`config.mk`:
```
export PLATFORM = sky130hd
export DESIGN_NAME = per_source_interrupt_control
export DESIGN_NICKNAME = d
export VERILOG_FILES = /design/src/irq_select.v /design/src/per_source_interrupt_control.v
export VERILOG_INCLUDE_DIRS = /design/src
export SDC_FILE = /design/constraint.sdc
export NUM_CORES = 1
export LEC_CHECK = 0
export BUFFER_PORTS_ARGS = -buffer_cell sky130_fd_sc_hd__buf_2
export CAP_MARGIN = 30
export CORE_MARGIN = 5
export CORE_UTILIZATION = 59
export DETAILED_ROUTE_END_ITERATION = 7
export GPL_TIMING_DRIVEN = 0
export PLACE_DENSITY = 0.87
export SLEW_MARGIN = 5
export SYNTH_ARGS = -nofsm -noshare
export SYNTH_HDL_FRONTEND = slang
export SYNTH_SLANG_ARGS = --single-unit
export TNS_END_PERCENT = 100
```
`constraint.sdc`:
```
create_clock -name aclk -period 46.2 [get_ports aclk]
set_clock_uncertainty 0.15 [all_clocks]
set_input_delay 4.62 -clock aclk [delete_from_list [all_inputs] [get_ports aclk]]
set_output_delay 4.62 -clock aclk [all_outputs]
set_load 0.02 [all_outputs]
```
`src/irq_ctrl_defines.vh`:
```
`ifndef IRQ_CTRL_DEFINES_VH
`define IRQ_CTRL_DEFINES_VH

// ==========================================================================
// source count and layout
// ==========================================================================
`define NUM_SRC 27
`define SRC_IDX_W 5
`define LEVEL_W 2

// per-source control register fields
`define FLD_PEND 7
`define FLD_MASK 6
`define FLD_MACRO 5
`define FLD_CTXSW 4
`define FLD_PRI_HI 1
`define FLD_PRI_LO 0
`define CTRL_RESET 8'h43

// ==========================================================================
// register indices (byte address = 4 * index)
// ==========================================================================
`define CTRL_BASE_IDX 16'hffe0
`define CTRL_LAST_IDX 16'hfffa
`define BULK_BASE_IDX 16'hffac
`define BULK_LAST_IDX 16'hffaf
`define EVT_STATUS_IDX 16'hffb0
`define EVT_MASK_IDX 16'hffb1

// decoded register selector
`define SEL_W 6
`define SEL_BULK0 6'h1b
`define SEL_STATUS 6'h1f
`define SEL_EVMASK 6'h20
`define SEL_NONE 6'h3f

// ==========================================================================
// service modes and event bits
// ==========================================================================
`define MODE_VECTOR 2'h0
`define MODE_CTXSW 2'h1
`define MODE_MACRO 2'h2
`define NUM_EVT 4
`define EVT_VECTOR 0
`define EVT_CTXSW 1
`define EVT_MACRO 2
`define EVT_MACRO_DONE 3

`define RESP_OKAY 2'h0
`define RESP_SLVERR 2'h2

`endif

```
`src/irq_select.v`:
```
`timescale 1ns/100ps
`default_nettype none

`include "irq_ctrl_defines.vh"

// picks the best candidate: lowest level number first, then lowest source index
module irq_select (
    input wire [`NUM_SRC-1:0] cand, // sources eligible this cycle
    input wire [2*`NUM_SRC-1:0] levels, // two level bits per source
    output reg found, // some candidate present
    output reg [`SRC_IDX_W-1:0] src, // winning source
    output reg [`LEVEL_W-1:0] level // winning level
);

    integer i;
    reg [2:0] best;

    always @* begin
        best = 3'h4;
        found = 1'b0;
        src = {`SRC_IDX_W{1'b0}};
        level = {`LEVEL_W{1'b0}};
        // walking downward with <= lets the lowest index win a tie
        for (i = `NUM_SRC - 1; i >= 0; i = i - 1) begin
            if (cand[i] && ({1'b0, levels[2*i +: 2]} <= best)) begin
                best = {1'b0, levels[2*i +: 2]};
                found = 1'b1;
                src = i[`SRC_IDX_W-1:0];
                level = levels[2*i +: 2];
            end
        end
    end

endmodule // irq_select

`default_nettype wire

```
`src/per_source_interrupt_control.v`:
```
// Design decisions made here: the register offsets and the AXI4-Lite slave port.
`timescale 1ns/100ps
`default_nettype none

`include "irq_ctrl_defines.vh"

// What this block does
// - each of the 27 sources has its own two-bit priority in its control register.
// - four priority levels exist; several sources may share one level.
// - priority 00 is highest level 0, 11 is lowest level 3.
// - simultaneous requests at equal level are accepted in fixed default order.
// - context-switch select 1 services the source by register-bank context switching.
// - context-switch 0 and macro-service 0 give an ordinary vectored interrupt.
// - macro-service select 1 routes to macro service, 0 to vectored or context switch.
// - macro service completion clears the macro-service select in hardware.
// - mask flag 1 blocks vectored and macro-service acceptance; 0 allows it.
// - servicing leaves mask unchanged; mask shares storage with the bulk mask bytes.
// - a request sets the pending flag; acceptance clears it in hardware.
// - software reads and writes each control flag individually, pending flag included.
// - reset sets both priority bits and mask, control register reads 0x43.
// - reset clears pending, macro-service and context-switch selects.
// - default order runs from watchdog at 0 to key-return at 26.
// - macro requests bypass priority and global enable; only the mask gates them.
module per_source_interrupt_control (
    input wire aclk, // 125 MHz system clock
    input wire aresetn, // synchronous reset, active low
    // axi4-lite slave
    input wire [31:0] s_axi_awaddr, // write address
    input wire s_axi_awvalid, // write address valid
    output wire s_axi_awready, // write address ready
    input wire [31:0] s_axi_wdata, // write data
    input wire [3:0] s_axi_wstrb, // write strobes
    input wire s_axi_wvalid, // write data valid
    output wire s_axi_wready, // write data ready
    output reg [1:0] s_axi_bresp, // write response
    output reg s_axi_bvalid, // write response valid
    input wire s_axi_bready, // write response ready
    input wire [31:0] s_axi_araddr, // read address
    input wire s_axi_arvalid, // read address valid
    output wire s_axi_arready, // read address ready
    output reg [31:0] s_axi_rdata, // read data
    output reg [1:0] s_axi_rresp, // read response
    output reg s_axi_rvalid, // read data valid
    input wire s_axi_rready, // read data ready
    // peripheral side
    input wire [`NUM_SRC-1:0] irq_req, // one-cycle request pulses
    input wire [`NUM_SRC-1:0] macro_done, // macro counter reached zero
    // cpu acknowledge side
    input wire global_interrupt_enable, // status word enable flag
    input wire take_ready, // cpu can accept a request now
    output wire take_valid, // a request is offered
    output reg accept_q, // one-cycle pulse: request accepted
    output reg [`SRC_IDX_W-1:0] accept_src_q, // accepted source
    output reg [1:0] accept_mode_q, // vector, context switch or macro
    output reg [`LEVEL_W-1:0] accept_level_q, // level of accepted source
    output wire irq // event interrupt, level
);

    // ======================================================================
    // register decode
    // ======================================================================
    function [`SEL_W-1:0] decode;
        input [31:0] addr;
        reg [15:0] idx;
        begin
            idx = addr[17:2];
            decode = `SEL_NONE;
            if (addr[31:18] == 14'h0 && addr[1:0] == 2'h0) begin
                if (idx >= `CTRL_BASE_IDX && idx <= `CTRL_LAST_IDX) begin
                    decode = {1'b0, idx[4:0] - 5'h00};
                end else if (idx >= `BULK_BASE_IDX && idx <= `BULK_LAST_IDX) begin
                    decode = `SEL_BULK0 + {4'h0, idx[1:0]};
                end else if (idx == `EVT_STATUS_IDX) begin
                    decode = `SEL_STATUS;
                end else if (idx == `EVT_MASK_IDX) begin
                    decode = `SEL_EVMASK;
                end
            end
        end
    endfunction

    // ======================================================================
    // write channel
    // ======================================================================
    reg aw_held_q;
    reg w_held_q;
    reg [31:0] awaddr_q;
    reg [31:0] wdata_q;
    reg [3:0] wstrb_q;
    wire aw_take;
    wire w_take;
    wire wr_fire;
    wire [`SEL_W-1:0] wr_sel;
    wire wr_low;

    assign s_axi_awready = !aw_held_q && !s_axi_bvalid;
    assign s_axi_wready = !w_held_q && !s_axi_bvalid;
    assign aw_take = s_axi_awvalid && s_axi_awready;
    assign w_take = s_axi_wvalid && s_axi_wready;
    assign wr_fire = aw_held_q && w_held_q && !s_axi_bvalid;
    assign wr_sel = decode(awaddr_q);
    assign wr_low = wr_fire && wstrb_q[0];

    always @(posedge aclk) begin
        if (!aresetn) begin
            aw_held_q <= 1'b0;
            w_held_q <= 1'b0;
            awaddr_q <= 32'h0;
            wdata_q <= 32'h0;
            wstrb_q <= 4'h0;
            s_axi_bvalid <= 1'b0;
            s_axi_bresp <= `RESP_OKAY;
        end else begin
            if (aw_take) begin
                aw_held_q <= 1'b1;
                awaddr_q <= s_axi_awaddr;
            end
            if (w_take) begin
                w_held_q <= 1'b1;
                wdata_q <= s_axi_wdata;
                wstrb_q <= s_axi_wstrb;
            end
            if (wr_fire) begin
                aw_held_q <= 1'b0;
                w_held_q <= 1'b0;
                s_axi_bvalid <= 1'b1;
                s_axi_bresp <= (wr_sel == `SEL_NONE) ? `RESP_SLVERR : `RESP_OKAY;
            end else if (s_axi_bvalid && s_axi_bready) begin
                s_axi_bvalid <= 1'b0;
            end
        end
    end

    // ======================================================================
    // arbitration
    // ======================================================================
    wire [`NUM_SRC-1:0] pend;
    wire [`NUM_SRC-1:0] mask;
    wire [`NUM_SRC-1:0] macro_sel;
    wire [`NUM_SRC-1:0] ctx_sel;
    wire [2*`NUM_SRC-1:0] levels;
    wire [`NUM_SRC-1:0] macro_cand;
    wire [`NUM_SRC-1:0] vec_cand;
    wire macro_found;
    wire [`SRC_IDX_W-1:0] macro_src;
    wire vec_found;
    wire [`SRC_IDX_W-1:0] vec_src;
    wire [`LEVEL_W-1:0] vec_level;
    wire [`SRC_IDX_W-1:0] take_src;
    wire grant;

    // macro requests see only the mask, not enable or priority
    assign macro_cand = pend & ~mask & macro_sel;
    // vectored and context-switch requests also need the global enable
    assign vec_cand = pend & ~mask & ~macro_sel & {`NUM_SRC{global_interrupt_enable}};

    irq_select u_macro_select (
        .cand(macro_cand),
        .levels({2*`NUM_SRC{1'b0}}),
        .found(macro_found),
        .src(macro_src),
        .level()
    );

    irq_select u_vec_select (
        .cand(vec_cand),
        .levels(levels),
        .found(vec_found),
        .src(vec_src),
        .level(vec_level)
    );

    assign take_valid = macro_found || vec_found;
    assign grant = take_valid && take_ready;
    assign take_src = macro_found ? macro_src : vec_src;

    always @(posedge aclk) begin
        if (!aresetn) begin
            accept_q <= 1'b0;
            accept_src_q <= {`SRC_IDX_W{1'b0}};
            accept_mode_q <= `MODE_VECTOR;
            accept_level_q <= {`LEVEL_W{1'b0}};
        end else begin
            accept_q <= grant;
            if (grant) begin
                accept_src_q <= take_src;
                if (macro_found) begin
                    accept_mode_q <= `MODE_MACRO;
                    accept_level_q <= levels[2*macro_src +: 2];
                end else begin
                    // context switch select picks bank switching over vectoring
                    accept_mode_q <= ctx_sel[vec_src] ? `MODE_CTXSW : `MODE_VECTOR;
                    accept_level_q <= vec_level;
                end
            end
        end
    end

    // ======================================================================
    // per-source control registers
    // ======================================================================
    genvar g;
    generate
        for (g = 0; g < `NUM_SRC; g = g + 1) begin : gen_src
            reg pend_q;
            reg mask_q;
            reg macro_q;
            reg ctx_q;
            reg pri_hi_q;
            reg pri_lo_q;
            wire wr_ctrl;
            wire wr_bulk;
            wire won;

            assign wr_ctrl = wr_low && (wr_sel == g);
            assign wr_bulk = wr_fire && (wr_sel == `SEL_BULK0 + g / 8)
                && wstrb_q[0];
            assign won = grant && (take_src == g);

            always @(posedge aclk) begin
                if (!aresetn) begin
                    pend_q <= 1'b0;
                    macro_q <= 1'b0;
                    ctx_q <= 1'b0;
                    mask_q <= 1'b1;
                    pri_hi_q <= 1'b1;
                    pri_lo_q <= 1'b1;
                end else begin
                    if (wr_ctrl) begin
                        // bits 3 and 2 have no storage
                        pend_q <= wdata_q[`FLD_PEND];
                        mask_q <= wdata_q[`FLD_MASK];
                        macro_q <= wdata_q[`FLD_MACRO];
                        ctx_q <= wdata_q[`FLD_CTXSW];
                        pri_hi_q <= wdata_q[`FLD_PRI_HI];
                        pri_lo_q <= wdata_q[`FLD_PRI_LO];
                    end
                    // same bit as the bulk mask view
                    if (wr_bulk) begin
                        mask_q <= wdata_q[g % 8];
                    end
                    // acceptance clears pending; a new request in that cycle wins
                    if (won) begin
                        pend_q <= 1'b0;
                    end
                    if (irq_req[g]) begin
                        pend_q <= 1'b1;
                    end
                    // counter end hands the source back to vector or context switch
                    if (macro_done[g]) begin
                        macro_q <= 1'b0;
                    end
                end
            end

            assign pend[g] = pend_q;
            assign mask[g] = mask_q; // servicing never writes it
            assign macro_sel[g] = macro_q;
            assign ctx_sel[g] = ctx_q;
            assign levels[2*g +: 2] = {pri_hi_q, pri_lo_q};
        end
    endgenerate

    // ======================================================================
    // event status and interrupt
    // ======================================================================
    reg [`NUM_EVT-1:0] evt_status_q;
    reg [`NUM_EVT-1:0] evt_mask_q;
    reg [`NUM_EVT-1:0] evt_set;
    wire [`NUM_EVT-1:0] evt_clr;

    always @* begin
        evt_set = {`NUM_EVT{1'b0}};
        evt_set[`EVT_VECTOR] = grant && !macro_found && !ctx_sel[vec_src];
        evt_set[`EVT_CTXSW] = grant && !macro_found && ctx_sel[vec_src];
        evt_set[`EVT_MACRO] = grant && macro_found;
        evt_set[`EVT_MACRO_DONE] = |macro_done;
    end

    assign evt_clr = (wr_low && wr_sel == `SEL_STATUS) ? wdata_q[`NUM_EVT-1:0]
        : {`NUM_EVT{1'b0}};

    always @(posedge aclk) begin
        if (!aresetn) begin
            evt_status_q <= {`NUM_EVT{1'b0}};
            evt_mask_q <= {`NUM_EVT{1'b0}};
        end else begin
            // a new event outranks a clear in the same cycle
            evt_status_q <= (evt_status_q & ~evt_clr) | evt_set;
            if (wr_low && wr_sel == `SEL_EVMASK) begin
                evt_mask_q <= wdata_q[`NUM_EVT-1:0];
            end
        end
    end

    assign irq = |(evt_status_q & evt_mask_q);

    // ======================================================================
    // read channel
    // ======================================================================
    wire [`SEL_W-1:0] rd_sel;
    wire [31:0] bulk_word;
    reg [7:0] rd_byte;
    reg [4:0] si;

    assign s_axi_arready = !s_axi_rvalid;
    assign rd_sel = decode(s_axi_araddr);
    // unused upper mask positions read as ones
    assign bulk_word = {5'h1f, mask};

    always @* begin
        rd_byte = 8'h00;
        si = rd_sel[4:0];
        if (rd_sel < `NUM_SRC) begin
            // bits 3 and 2 read zero
            rd_byte = {pend[si], mask[si], macro_sel[si], ctx_sel[si], 2'h0,
                levels[2*si +: 2]};
        end else if (rd_sel >= `SEL_BULK0 && rd_sel < `SEL_STATUS) begin
            rd_byte = bulk_word[8*(rd_sel - `SEL_BULK0) +: 8];
        end else if (rd_sel == `SEL_STATUS) begin
            rd_byte = {4'h0, evt_status_q};
        end else if (rd_sel == `SEL_EVMASK) begin
            rd_byte = {4'h0, evt_mask_q};
        end
    end

    always @(posedge aclk) begin
        if (!aresetn) begin
            s_axi_rvalid <= 1'b0;
            s_axi_rdata <= 32'h0;
            s_axi_rresp <= `RESP_OKAY;
        end else begin
            if (s_axi_arvalid && s_axi_arready) begin
                s_axi_rvalid <= 1'b1;
                s_axi_rdata <= {24'h0, rd_byte};
                s_axi_rresp <= (rd_sel == `SEL_NONE) ? `RESP_SLVERR : `RESP_OKAY;
            end else if (s_axi_rvalid && s_axi_rready) begin
                s_axi_rvalid <= 1'b0;
            end
        end
    end

endmodule // per_source_interrupt_control

`default_nettype wire

```
==> results of run 1 <==
## cells by family (layout without fill, tap and decap cells)
kind of cell,Yosys count,after routing
other,1,26
DFF,235,235
buffers and inverters,193,415
and+or+nand+nor,885,885
muxes,216,216
adders and majority gates,47,47
AOI/OAI and AO/OA,543,543
## worst max-delay path: cells and delay by family
kind / cells / cell delay, ns
adders and majority gates: 26 / 7.27
buffers and inverters: 10 / 1.59
AOI/OAI and AO/OA: 83 / 16.47
muxes: 9 / 2.86
and+or+nand+nor: 67 / 10.96
## metrics by stage
step | hold WS (ns) | setup slack [ns] | instance area (um^2)
floorplan | 0.293 | 8.47 | 16700
global placement | 0.303 | 2.96 | 18000
detailed placement | 0.305 | 2.11 | 18100
CTS | 0.313 | 2.56 | 18900
global route | 0.344 | 0.0227 | 19000
finish | 0.313 | 2.61 | 19000
## layer usage
layer | part of all wire | global-route usage | routed length, um
met5 | 0.00019 | 0 | 13
met2 | 0.43 | 0.658 | 29900
met4 | 0.082 | 0.281 | 5710
met1 | 0.36 | 0.516 | 25000
met3 | 0.12 | 0.105 | 8650
## where the power goes
part           internal [W]  leakage, nW  total (W)  switching, W
registers          0.000208         1.91   0.000213    0.00000550
clock network      0.000117        0.387   0.000205     0.0000880
logic             0.0000152         5.91  0.0000408     0.0000256
## state kept, by name, summed over array words and instances (netlist names), 4 cells and up
name,flops
awaddr_q,32
evt_mask_q,4
accept_src_q,5
gen_src.macro_q,27
s_axi_rdata,8
wdata_q,8
gen_src.pri_hi_q,27
gen_src.mask_q,27
gen_src.pend_q,27
gen_src.ctx_q,27
evt_status_q,4
gen_src.pri_lo_q,27
## worst min-delay path by stage
stage	cells past startpoint	endpoint	slack, ns	start
finish	2	accept_src_q[4]	0.31	accept_src_q[4]
global route	2	awaddr_q[18]	0.34	awaddr_q[18]
CTS	2	accept_src_q[4]	0.31	accept_src_q[4]
detailed placement	2	accept_src_q[4]	0.30	accept_src_q[4]
global placement	2	awaddr_q[0]	0.30	awaddr_q[0]
floorplan	2	awaddr_q[21]	0.29	awaddr_q[21]
## synth_stat cells (10+ instances only)
cell type  instances  area (um^2)
nor4bb_1          16          160
nor4_1            23          144
a31oi_1           17          106
nor2_1           143          537
mux4_2            19          428
nand4_1           10         62.6
and2_1            19          119
a211oi_1          17          128
o21a_1            39          293
nand3b_1          22          165
or3_1             10         62.6
or2_2             14         87.6
nor2b_1           60          375
nand2_1          412         1550
mux2i_1          189         1890
dfxtp_1          235         4700
buf_4             27          203
a21boi_0          49          368
o211ai_1          45          338
and3_1            19          119
nand3_1           29          145
o21ai_0          116          581
nor3_1            18         90.1
ha_1              46          576
a21oi_1          104          521
nor3b_1           31          233
inv_1             57          214
clkbuf_1          95          357
o22ai_1           15         93.8
and3b_1           10         87.6
a221oi_1          18          158
nand2b_1          13         81.3
## repair_timing
| action | CTS | global route |
|---|---|---|
| gates resized for setup | 0 | 12 |
| hold buffers | 0 | 0 |
| setup endpoints to repair | 0 | 32 |
| buffers inserted | 0 | 0 |
## final cells by class
class,instances,area (um^2),area share
Timing Repair Buffer,179,961,0.0505
Multi-Input combinational cell,1717,11200,0.591
Inverter,59,221,0.0116
Tap cell,378,473,0.0249
Buffer,134,609,0.0320
Sequential cell,235,4700,0.247
Clock buffer,33,696,0.0366
Clock inverter,10,114,0.00599
==> flow_metrics.tcl, run 1 <==
set metrics [dict create \
    status "finished, final reports clean" \
    max_slew_margin 0.248 \
    hpwlAfterDp_um 54000 \
    synth-seq-cells 235 \
    track_usage 0.423 \
    wl_per_cell_um 25.2 \
    path_class "in -> reg" \
    cts_made_buffers 25 \
    core_area_um2 27800 \
    synth_fa_ha_area_frac 0.0352 \
    r2r_cells 194 \
    synthMuxAreaShare 0.145 \
    grt_max_degree 15 \
    power_density_nw_per_um2 24.1 \
    cts.sinks 235 \
    critPathCapture "gen_src[4].pend_q" \
    final_cell_mix "nand2_1 (412), dfxtp_1 (235), mux2i_1 (188)" \
    routabilityCongestion 1.07 \
    synthSimpleGateAreaFrac 0.264 \
    worstPathMaxFanout 10 \
    antenna_found_initial 2 \
    grt.overflow.total 0 \
    die_area_um2 31700 \
    r2r_start "gen_src[26].pend_q" \
    post-route-period-util 0.943 \
    yosys.area_share.xor_xnor 0 \
    finalHoldViolCount 0 \
    crit_top_cell "nor2_1" \
    async_flop_share 0 \
    seq_area_frac_synth 0.283 \
    detail-route-antenna-nets 0 \
    clockBufferDepth 3 \
    synth_edf_count 0 \
    root_buffer "clkbuf_16" \
    fin_setup_tns_ns 0 \
    synth_top_family_by_area "simple AND/OR/NAND/NOR gates" \
    start_util 0.599 \
    cpPeakStageDelay_ns 0.71 \
    grt_pass1_vias 17300 \
    ys_warn_count 0 \
    diodes 0 \
    cts_tree "done" \
    worst_slew_pin_slew_ns 1.11 \
    syn_to_final_growth_pct 14.3 \
    die_y_um 178 \
    num_rows 61 \
    fin_nets 2560 \
    instances_no_fill 2745 \
    numPortBuffers 161 \
    synthCells 2120 \
    drive_above_1_share 0.142 \
    syn_area_um2 16600 \
    fin_total_pwr_w 0.000459 \
    vias 18400 \
    h-tree-depth 1 \
    synth-main-ff-cell "dfxtp_1" \
    fin_crit_ns 43.59 \
    via_per_inst 6.70 \
    p_leak_nw 8.21 \
    utilization 0.685 \
    layout_commonest_cell "nand2_1" \
    clkTransAtPathRegs_ns 0.06 \
    avgSynthCellArea_um2 7.85 \
    setup_viol 0 \
    grt_pass1_wl_um 102000 \
    rsz0062_at_grt "no" \
    io_pins 216 \
    peakVddDrop_v 0.0000269 \
    slew_viol_final 0 \
    drt-pass1-iter-count 6 \
    dp_cells 2697 \
    crit_path_start_kind "input port" \
    synth-compound-area-share 0.224 \
    drt_wl_total_um 69300 \
    dieWidth_um 178 \
    cp_slowest_cell "nor3_1" \
    drt_iter0_drc 2328 \
    cp-end-kind "flip-flop" \
    fmax_ghz 0.0229 \
    crit_start "global_interrupt_enable" \
    regToRegSetupSlack_ns 6.39 \
    drv_cap 0 \
    cp_data_arrival_time_ns 43.87 \
    worstPathRequired_ns 46.48 \
    holdCritPathClass "reg -> reg" \
    fill_cells 2301 \
    yosysUniqueCellTypes 98 \
    insertion_delay_ns 0.55 \
    r2r_end "gen_src[4].pend_q" \
    drcViolationCount 0 \
]
No activity file was read; power rests on OpenSTA's default activity.
==> run 2, diff against run 1 <==
--- a/config.mk
+++ b/config.mk
@@ -8,7 +8,7 @@
 export LEC_CHECK = 0
 export BUFFER_PORTS_ARGS = -buffer_cell sky130_fd_sc_hd__buf_2
 export CAP_MARGIN = 30
-export CORE_MARGIN = 5
+export CORE_MARGIN = 3
 export CORE_UTILIZATION = 59
 export DETAILED_ROUTE_END_ITERATION = 7
 export GPL_TIMING_DRIVEN = 0
==> run 2 against run 1 <==
  * Sequential power about the same
  * Wire length is essentially flat
  * Via count hardly changed
  * First-iteration DRC count grew 12%
  * Global-route usage increased by 1.4 points
  * Non-clock buffer count shrank 1
  * Cell count shrank 0.18%
  * Cell area rose by 0.17%
  * Die area shrank 4.4%
  * Critical endpoint is now gen_src[20].pend_q
  * Largest power group unchanged
==> flow_metrics.tcl, run 2 (synthesis results as in run 1) <==
set metrics [dict create \
    vias 18400 \
    num_rows 60 \
    dieWidth_um 174 \
    grt.overflow.total 0 \
    fin_setup_tns_ns 0 \
    layout_commonest_cell "nand2_1" \
    fin_nets 2560 \
    setup_ws_ns 2.58 \
    drive_above_1_share 0.143 \
    cts_tree "done" \
    p_leak_nw 8.23 \
    drcViolationCount 0 \
    place_worst_setup_slack_ns 2.29 \
    slew_viol_final 0 \
    diodes 0 \
    fill_cells 2339 \
    clockBufferDepth 3 \
    drt_iter0_drc 2616 \
    core_area_um2 27300 \
    clockPowerShare 0.453 \
    dr_wl_met3_um 8680 \
    hpwlAfterDp_um 53800 \
    cpPeakStageDelay_ns 0.66 \
    p_int_w 0.000343 \
    die_y_um 174 \
    largest_reg_flops 32 \
    largest_register "awaddr_q" \
    wl_per_cell_um 25.3 \
    path_class "in -> reg" \
    cp-end-kind "flip-flop" \
    post-route-period-util 0.944 \
    die_area_um2 30300 \
    swShare 0.260 \
    r2r_cells 195 \
    instances_no_fill 2740 \
    status "finished, final reports clean" \
    rsz0062_at_grt "no" \
    top_layer "met4" \
    io_pins 216 \
    fin_hold_ws_ns 0.314 \
    cts_made_buffers 26 \
    via_per_inst 6.71 \
    pwr-share-comb 0.087 \
    crit_path_start_kind "input port" \
    hold_buffers 0 \
    final_cell_mix "nand2_1 (412), dfxtp_1 (235), mux2i_1 (188)" \
    grt_pass1_wl_um 102000 \
    root_buffer "clkbuf_16" \
    setup_viol 0 \
    holdCritPathClass "reg -> reg" \
    worstPathMaxFanout 9 \
    power_density_nw_per_um2 24.3 \
    wl_met2_um 29800 \
    drt-pass1-iter-count 7 \
    worstHoldPathCells 2 \
    grt_pass1_vias 17500 \
    routabilityCongestion 1.09 \
    fin_crit_ns 43.62 \
    track_usage 0.437 \
    numPortBuffers 161 \
    drv_cap 0 \
    cp_data_arrival_time_ns 43.91 \
    clkTransAtPathRegs_ns 0.06 \
    antenna_found_initial 1 \
    detail-route-antenna-nets 0 \
    cp_slowest_cell "a31oi_2" \
    cts.sinks 235 \
    finalHoldViolCount 0 \
    crit_top_cell "nor2_1" \
    fmax_ghz 0.0229 \
    grt_max_degree 14 \
    start_util 0.609 \
    drt_wl_total_um 69300 \
    syn_to_final_growth_pct 14.5 \
    cts.repair.resized 0 \
    worstPathRequired_ns 46.49 \
    max_slew_margin 0.215 \
    drt-met1-wl_um 25100 \
    insertion_delay_ns 0.56 \
    dp_cells 2693 \
    h-tree-depth 1 \
    post_cts_buffers 0 \
    p_seq_frac 0.460 \
    p_switching_w 0.000120 \
    worst_slew_pin_slew_ns 1.18 \
    peakVddDrop_v 0.0000323 \
]
-- run 2: worst max-delay path: cells and delay by family --
kind	cells	cell delay, ns
buffers and inverters	8	1.00
AND/OR/NAND/NOR	67	10.68
AO/OA/AOI/OAI	87	17.65
multiplexers	8	2.58
adder cells (fa/ha/maj)	26	7.26
-- run 2: layer usage --
layer,track usage,vias to the layer above
met2,0.686,1371
met3,0.104,347
met5,0,-
met1,0.533,8563
met4,0.295,0
li1,-,8103
-- run 2: area by class of cell --
class / count / area, um^2 / share of cell area
repair buffers: 179 / 967 / 0.0508
well taps: 372 / 465 / 0.0244
multi-input cells: 1717 / 11200 / 0.590
plain buffers: 133 / 606 / 0.0318
inverters: 59 / 221 / 0.0116
clock inverters: 10 / 128 / 0.00670
clock buffers: 35 / 714 / 0.0375
flip-flops and latches: 235 / 4700 / 0.247
-- run 2: through the flow --
| step | util | cell area (um^2) | total power, W |
|---|---|---|---|
| floorplan | - | 16700 | 0.000238 |
| global placement | 0.659 | 18000 | 0.000255 |
| detailed placement | 0.664 | 18200 | 0.000256 |
| CTS | 0.695 | 19000 | 0.000460 |
| global route | 0.697 | 19100 | 0.000472 |
| finish | 0.697 | 19100 | 0.000463 |
-- run 2: power groups by stage --
stage                     clock [W]  sequential, W  combinational (W)
after floorplan                   0       0.000216          0.0000222
after global placement            0       0.000217          0.0000382
after detailed placement          0       0.000217          0.0000391
after CTS                  0.000208       0.000213          0.0000394
after global routing       0.000215       0.000213          0.0000434
final                      0.000210       0.000213          0.0000404
-- run 2: path summary, 6_finish.rpt --
kind                           start                  to  slack, ns
min                     awaddr_q[29]        awaddr_q[29]       0.31
max reg2reg       gen_src[26].pend_q  gen_src[20].pend_q       6.35
max          global_interrupt_enable  gen_src[20].pend_q       2.58
min reg2reg             awaddr_q[29]        awaddr_q[29]       0.31
==> run 3, diff against run 2 <==
--- a/config.mk
+++ b/config.mk
@@ -8,6 +8,7 @@
 export LEC_CHECK = 0
 export BUFFER_PORTS_ARGS = -buffer_cell sky130_fd_sc_hd__buf_2
 export CAP_MARGIN = 30
+export CORE_ASPECT_RATIO = 1.75
 export CORE_MARGIN = 3
 export CORE_UTILIZATION = 59
 export DETAILED_ROUTE_END_ITERATION = 7
==> constraint.sdc (replaced) <==
create_clock -name aclk -period 46.2 [get_ports aclk]
set_clock_uncertainty 0.15 [all_clocks]
set_input_delay 4.62 -clock aclk [delete_from_list [all_inputs] [get_ports aclk]]
set_output_delay 4.62 -clock aclk [all_outputs]
set_load 0.1 [all_outputs]
==> run 3 against run 2 <==
  * Hold slack better by 0.0023 ns
  * Maximum frequency is 0.15% lower
  * Power up 4.3%
  * Worst setup slack worse by 0.066 ns
  * Wire length increased by 5.8%
  * Register-to-register slack about the same
  * Clock-buffer cell count decreased by 4
  * Critical path depth shrank 2
  * Clock power is 2% higher
  * Critical endpoint is now gen_src[22].pend_q
==> flow_metrics.tcl, run 3 (synthesis results as in run 1) <==
set metrics [dict create \
    place_worst_setup_slack_ns 1.93 \
    fin_nets 2553 \
    p_int_w 0.000350 \
    largest_register "awaddr_q" \
    path_buf_inv 8 \
    post-route-period-util 0.945 \
    drv_cap 0 \
    hpwlAfterDp_um 57100 \
    p_seq_frac 0.440 \
    vias 18200 \
    largest_reg_flops 32 \
    cp_data_arrival_time_ns 43.97 \
    max_slew_margin 0.210 \
    slew_viol_final 0 \
    drive_above_1_share 0.144 \
    p_leak_nw 8.23 \
    die_area_um2 30300 \
    cts_made_buffers 22 \
    via_per_inst 6.69 \
    post_cts_buffers 0 \
    globalRouteMet3Util 0.102 \
    p_switching_w 0.000133 \
    diodes 0 \
    syn_to_final_growth_pct 14.4 \
    h-tree-depth 1 \
    crit_path_start_kind "input port" \
    worstPathMaxFanout 9 \
    cp_slowest_cell "a31oi_2" \
    routabilityCongestion 1.12 \
    grt_max_degree 16 \
    peakVddDrop_v 0.0000371 \
    path_depth 194 \
    cts.sinks 235 \
    detail-route-antenna-nets 0 \
    worst_slew_pin_slew_ns 1.19 \
    drcViolationCount 0 \
    cpPeakStageDelay_ns 0.61 \
    finalHoldViolCount 0 \
    dpl_cell_area_um2 18100 \
    dp_cells 2684 \
    setup_ws_ns 2.52 \
    clkTransAtPathRegs_ns 0.07 \
    io_pins 216 \
    power_density_nw_per_um2 25.4 \
    instances_no_fill 2728 \
    clockPowerShare 0.444 \
    layout_commonest_cell "nand2_1" \
    die_y_um 228 \
    num_rows 80 \
    cp-end-kind "flip-flop" \
    fin_setup_tns_ns 0 \
    final_cell_mix "nand2_1 (412), dfxtp_1 (235), mux2i_1 (188)" \
    stdcell_area_um2 19000 \
    start_util 0.605 \
    path_class "in -> reg" \
    pwr-share-comb 0.116 \
    drt-pass1-iter-count 8 \
    cts_tree "done" \
    root_buffer "clkbuf_16" \
    holdCritPathClass "reg -> reg" \
    core_area_um2 27500 \
    swShare 0.275 \
    top_usage_layer "met2" \
    track_usage 0.465 \
    wl_per_cell_um 26.9 \
    numPortBuffers 161 \
    cp_top_family "compound AO/OA/AOI/OAI gates" \
    grt.met2_usage 0.771 \
    drt_wl_total_um 73200 \
    grt_pass1_vias 18200 \
    drt_iter0_drc 2225 \
    status "finished, final reports clean" \
    fin_crit_ns 43.68 \
    dieWidth_um 133 \
    worstPathRequired_ns 46.49 \
    grt.overflow.total 0 \
    grtUsageMet1 0.462 \
    clockBufferDepth 3 \
    setup_viol 0 \
    rsz0062_at_grt "no" \
    utilization 0.692 \
    fmax_ghz 0.0229 \
    grt_pass1_wl_um 107000 \
    worstHoldPathCells 2 \
    fill_cells 2317 \
    insertion_delay_ns 0.54 \
    r2r_cells 193 \
    antenna_found_initial 0 \
    crit_top_cell "nor2_1" \
]
-- run 3: cell count changes in the layout (fill, tap and decap cells not counted), moves of 2 or more --
| cell | previous run | this run |
|---|---|---|
| clkinv_2 | 2 | 0 |
| clkbuf_1 | 100 | 97 |
| buf_4 | 36 | 33 |
| bufinv_16 | 2 | 5 |
| clkbuf_8 | 3 | 5 |
| clkbuf_16 | 26 | 23 |
-- run 3: tightest hold or removal path, stage by stage (launching register included) --
cell and delay (ns):
dfxtp_1 0.31, nand2_1 0.05, a21boi_0 0.06
-- run 3: stage by stage --
step,total power (W),hold WS (ns)
after floorplan,0.000252,0.293
after global routing,0.000491,0.340
after detailed placement,0.000271,0.308
after CTS,0.000479,0.318
final,0.000483,0.316
after global placement,0.000270,0.301
-- run 3: what timing repair did --
action,4_1_cts,5_1_grt
hold buffers,0,0
gates resized for setup,0,23
setup endpoints to repair,0,35
-- run 3: layer usage --
metal	share of wire	wire length, um
met2	0.47	34100
met1	0.32	23200
met5	0	0
met4	0.13	9330
met3	0.090	6610
-- run 3: worst paths after layout --
check / start / slack, ns / to
worst max-delay path: global_interrupt_enable / 2.52 / gen_src[22].pend_q
worst min register to register: awaddr_q[24] / 0.32 / awaddr_q[24]
worst max register to register: gen_src[26].pend_q / 6.34 / gen_src[22].pend_q
worst min-delay path: awaddr_q[24] / 0.32 / awaddr_q[24]
-- run 3: final cells by class --
cell class	instances	area [um^2]	share of cell area
multi-input combinational	1717	11300	0.592
buffer	133	606	0.0318
timing repair buffer	176	940	0.0493
tap	369	462	0.0242
clock buffer	31	656	0.0344
inverter	59	221	0.0116
sequential	235	4700	0.247
clock inverter	8	175	0.00920
-- run 3: power groups by stage --
stage	logic, W	registers, W	clock network [W]
floorplan	0.0000314	0.000220	0
detailed placement	0.0000542	0.000217	0
global placement	0.0000533	0.000217	0
finish	0.0000560	0.000213	0.000214
global route	0.0000583	0.000213	0.000220
CTS	0.0000544	0.000212	0.000212
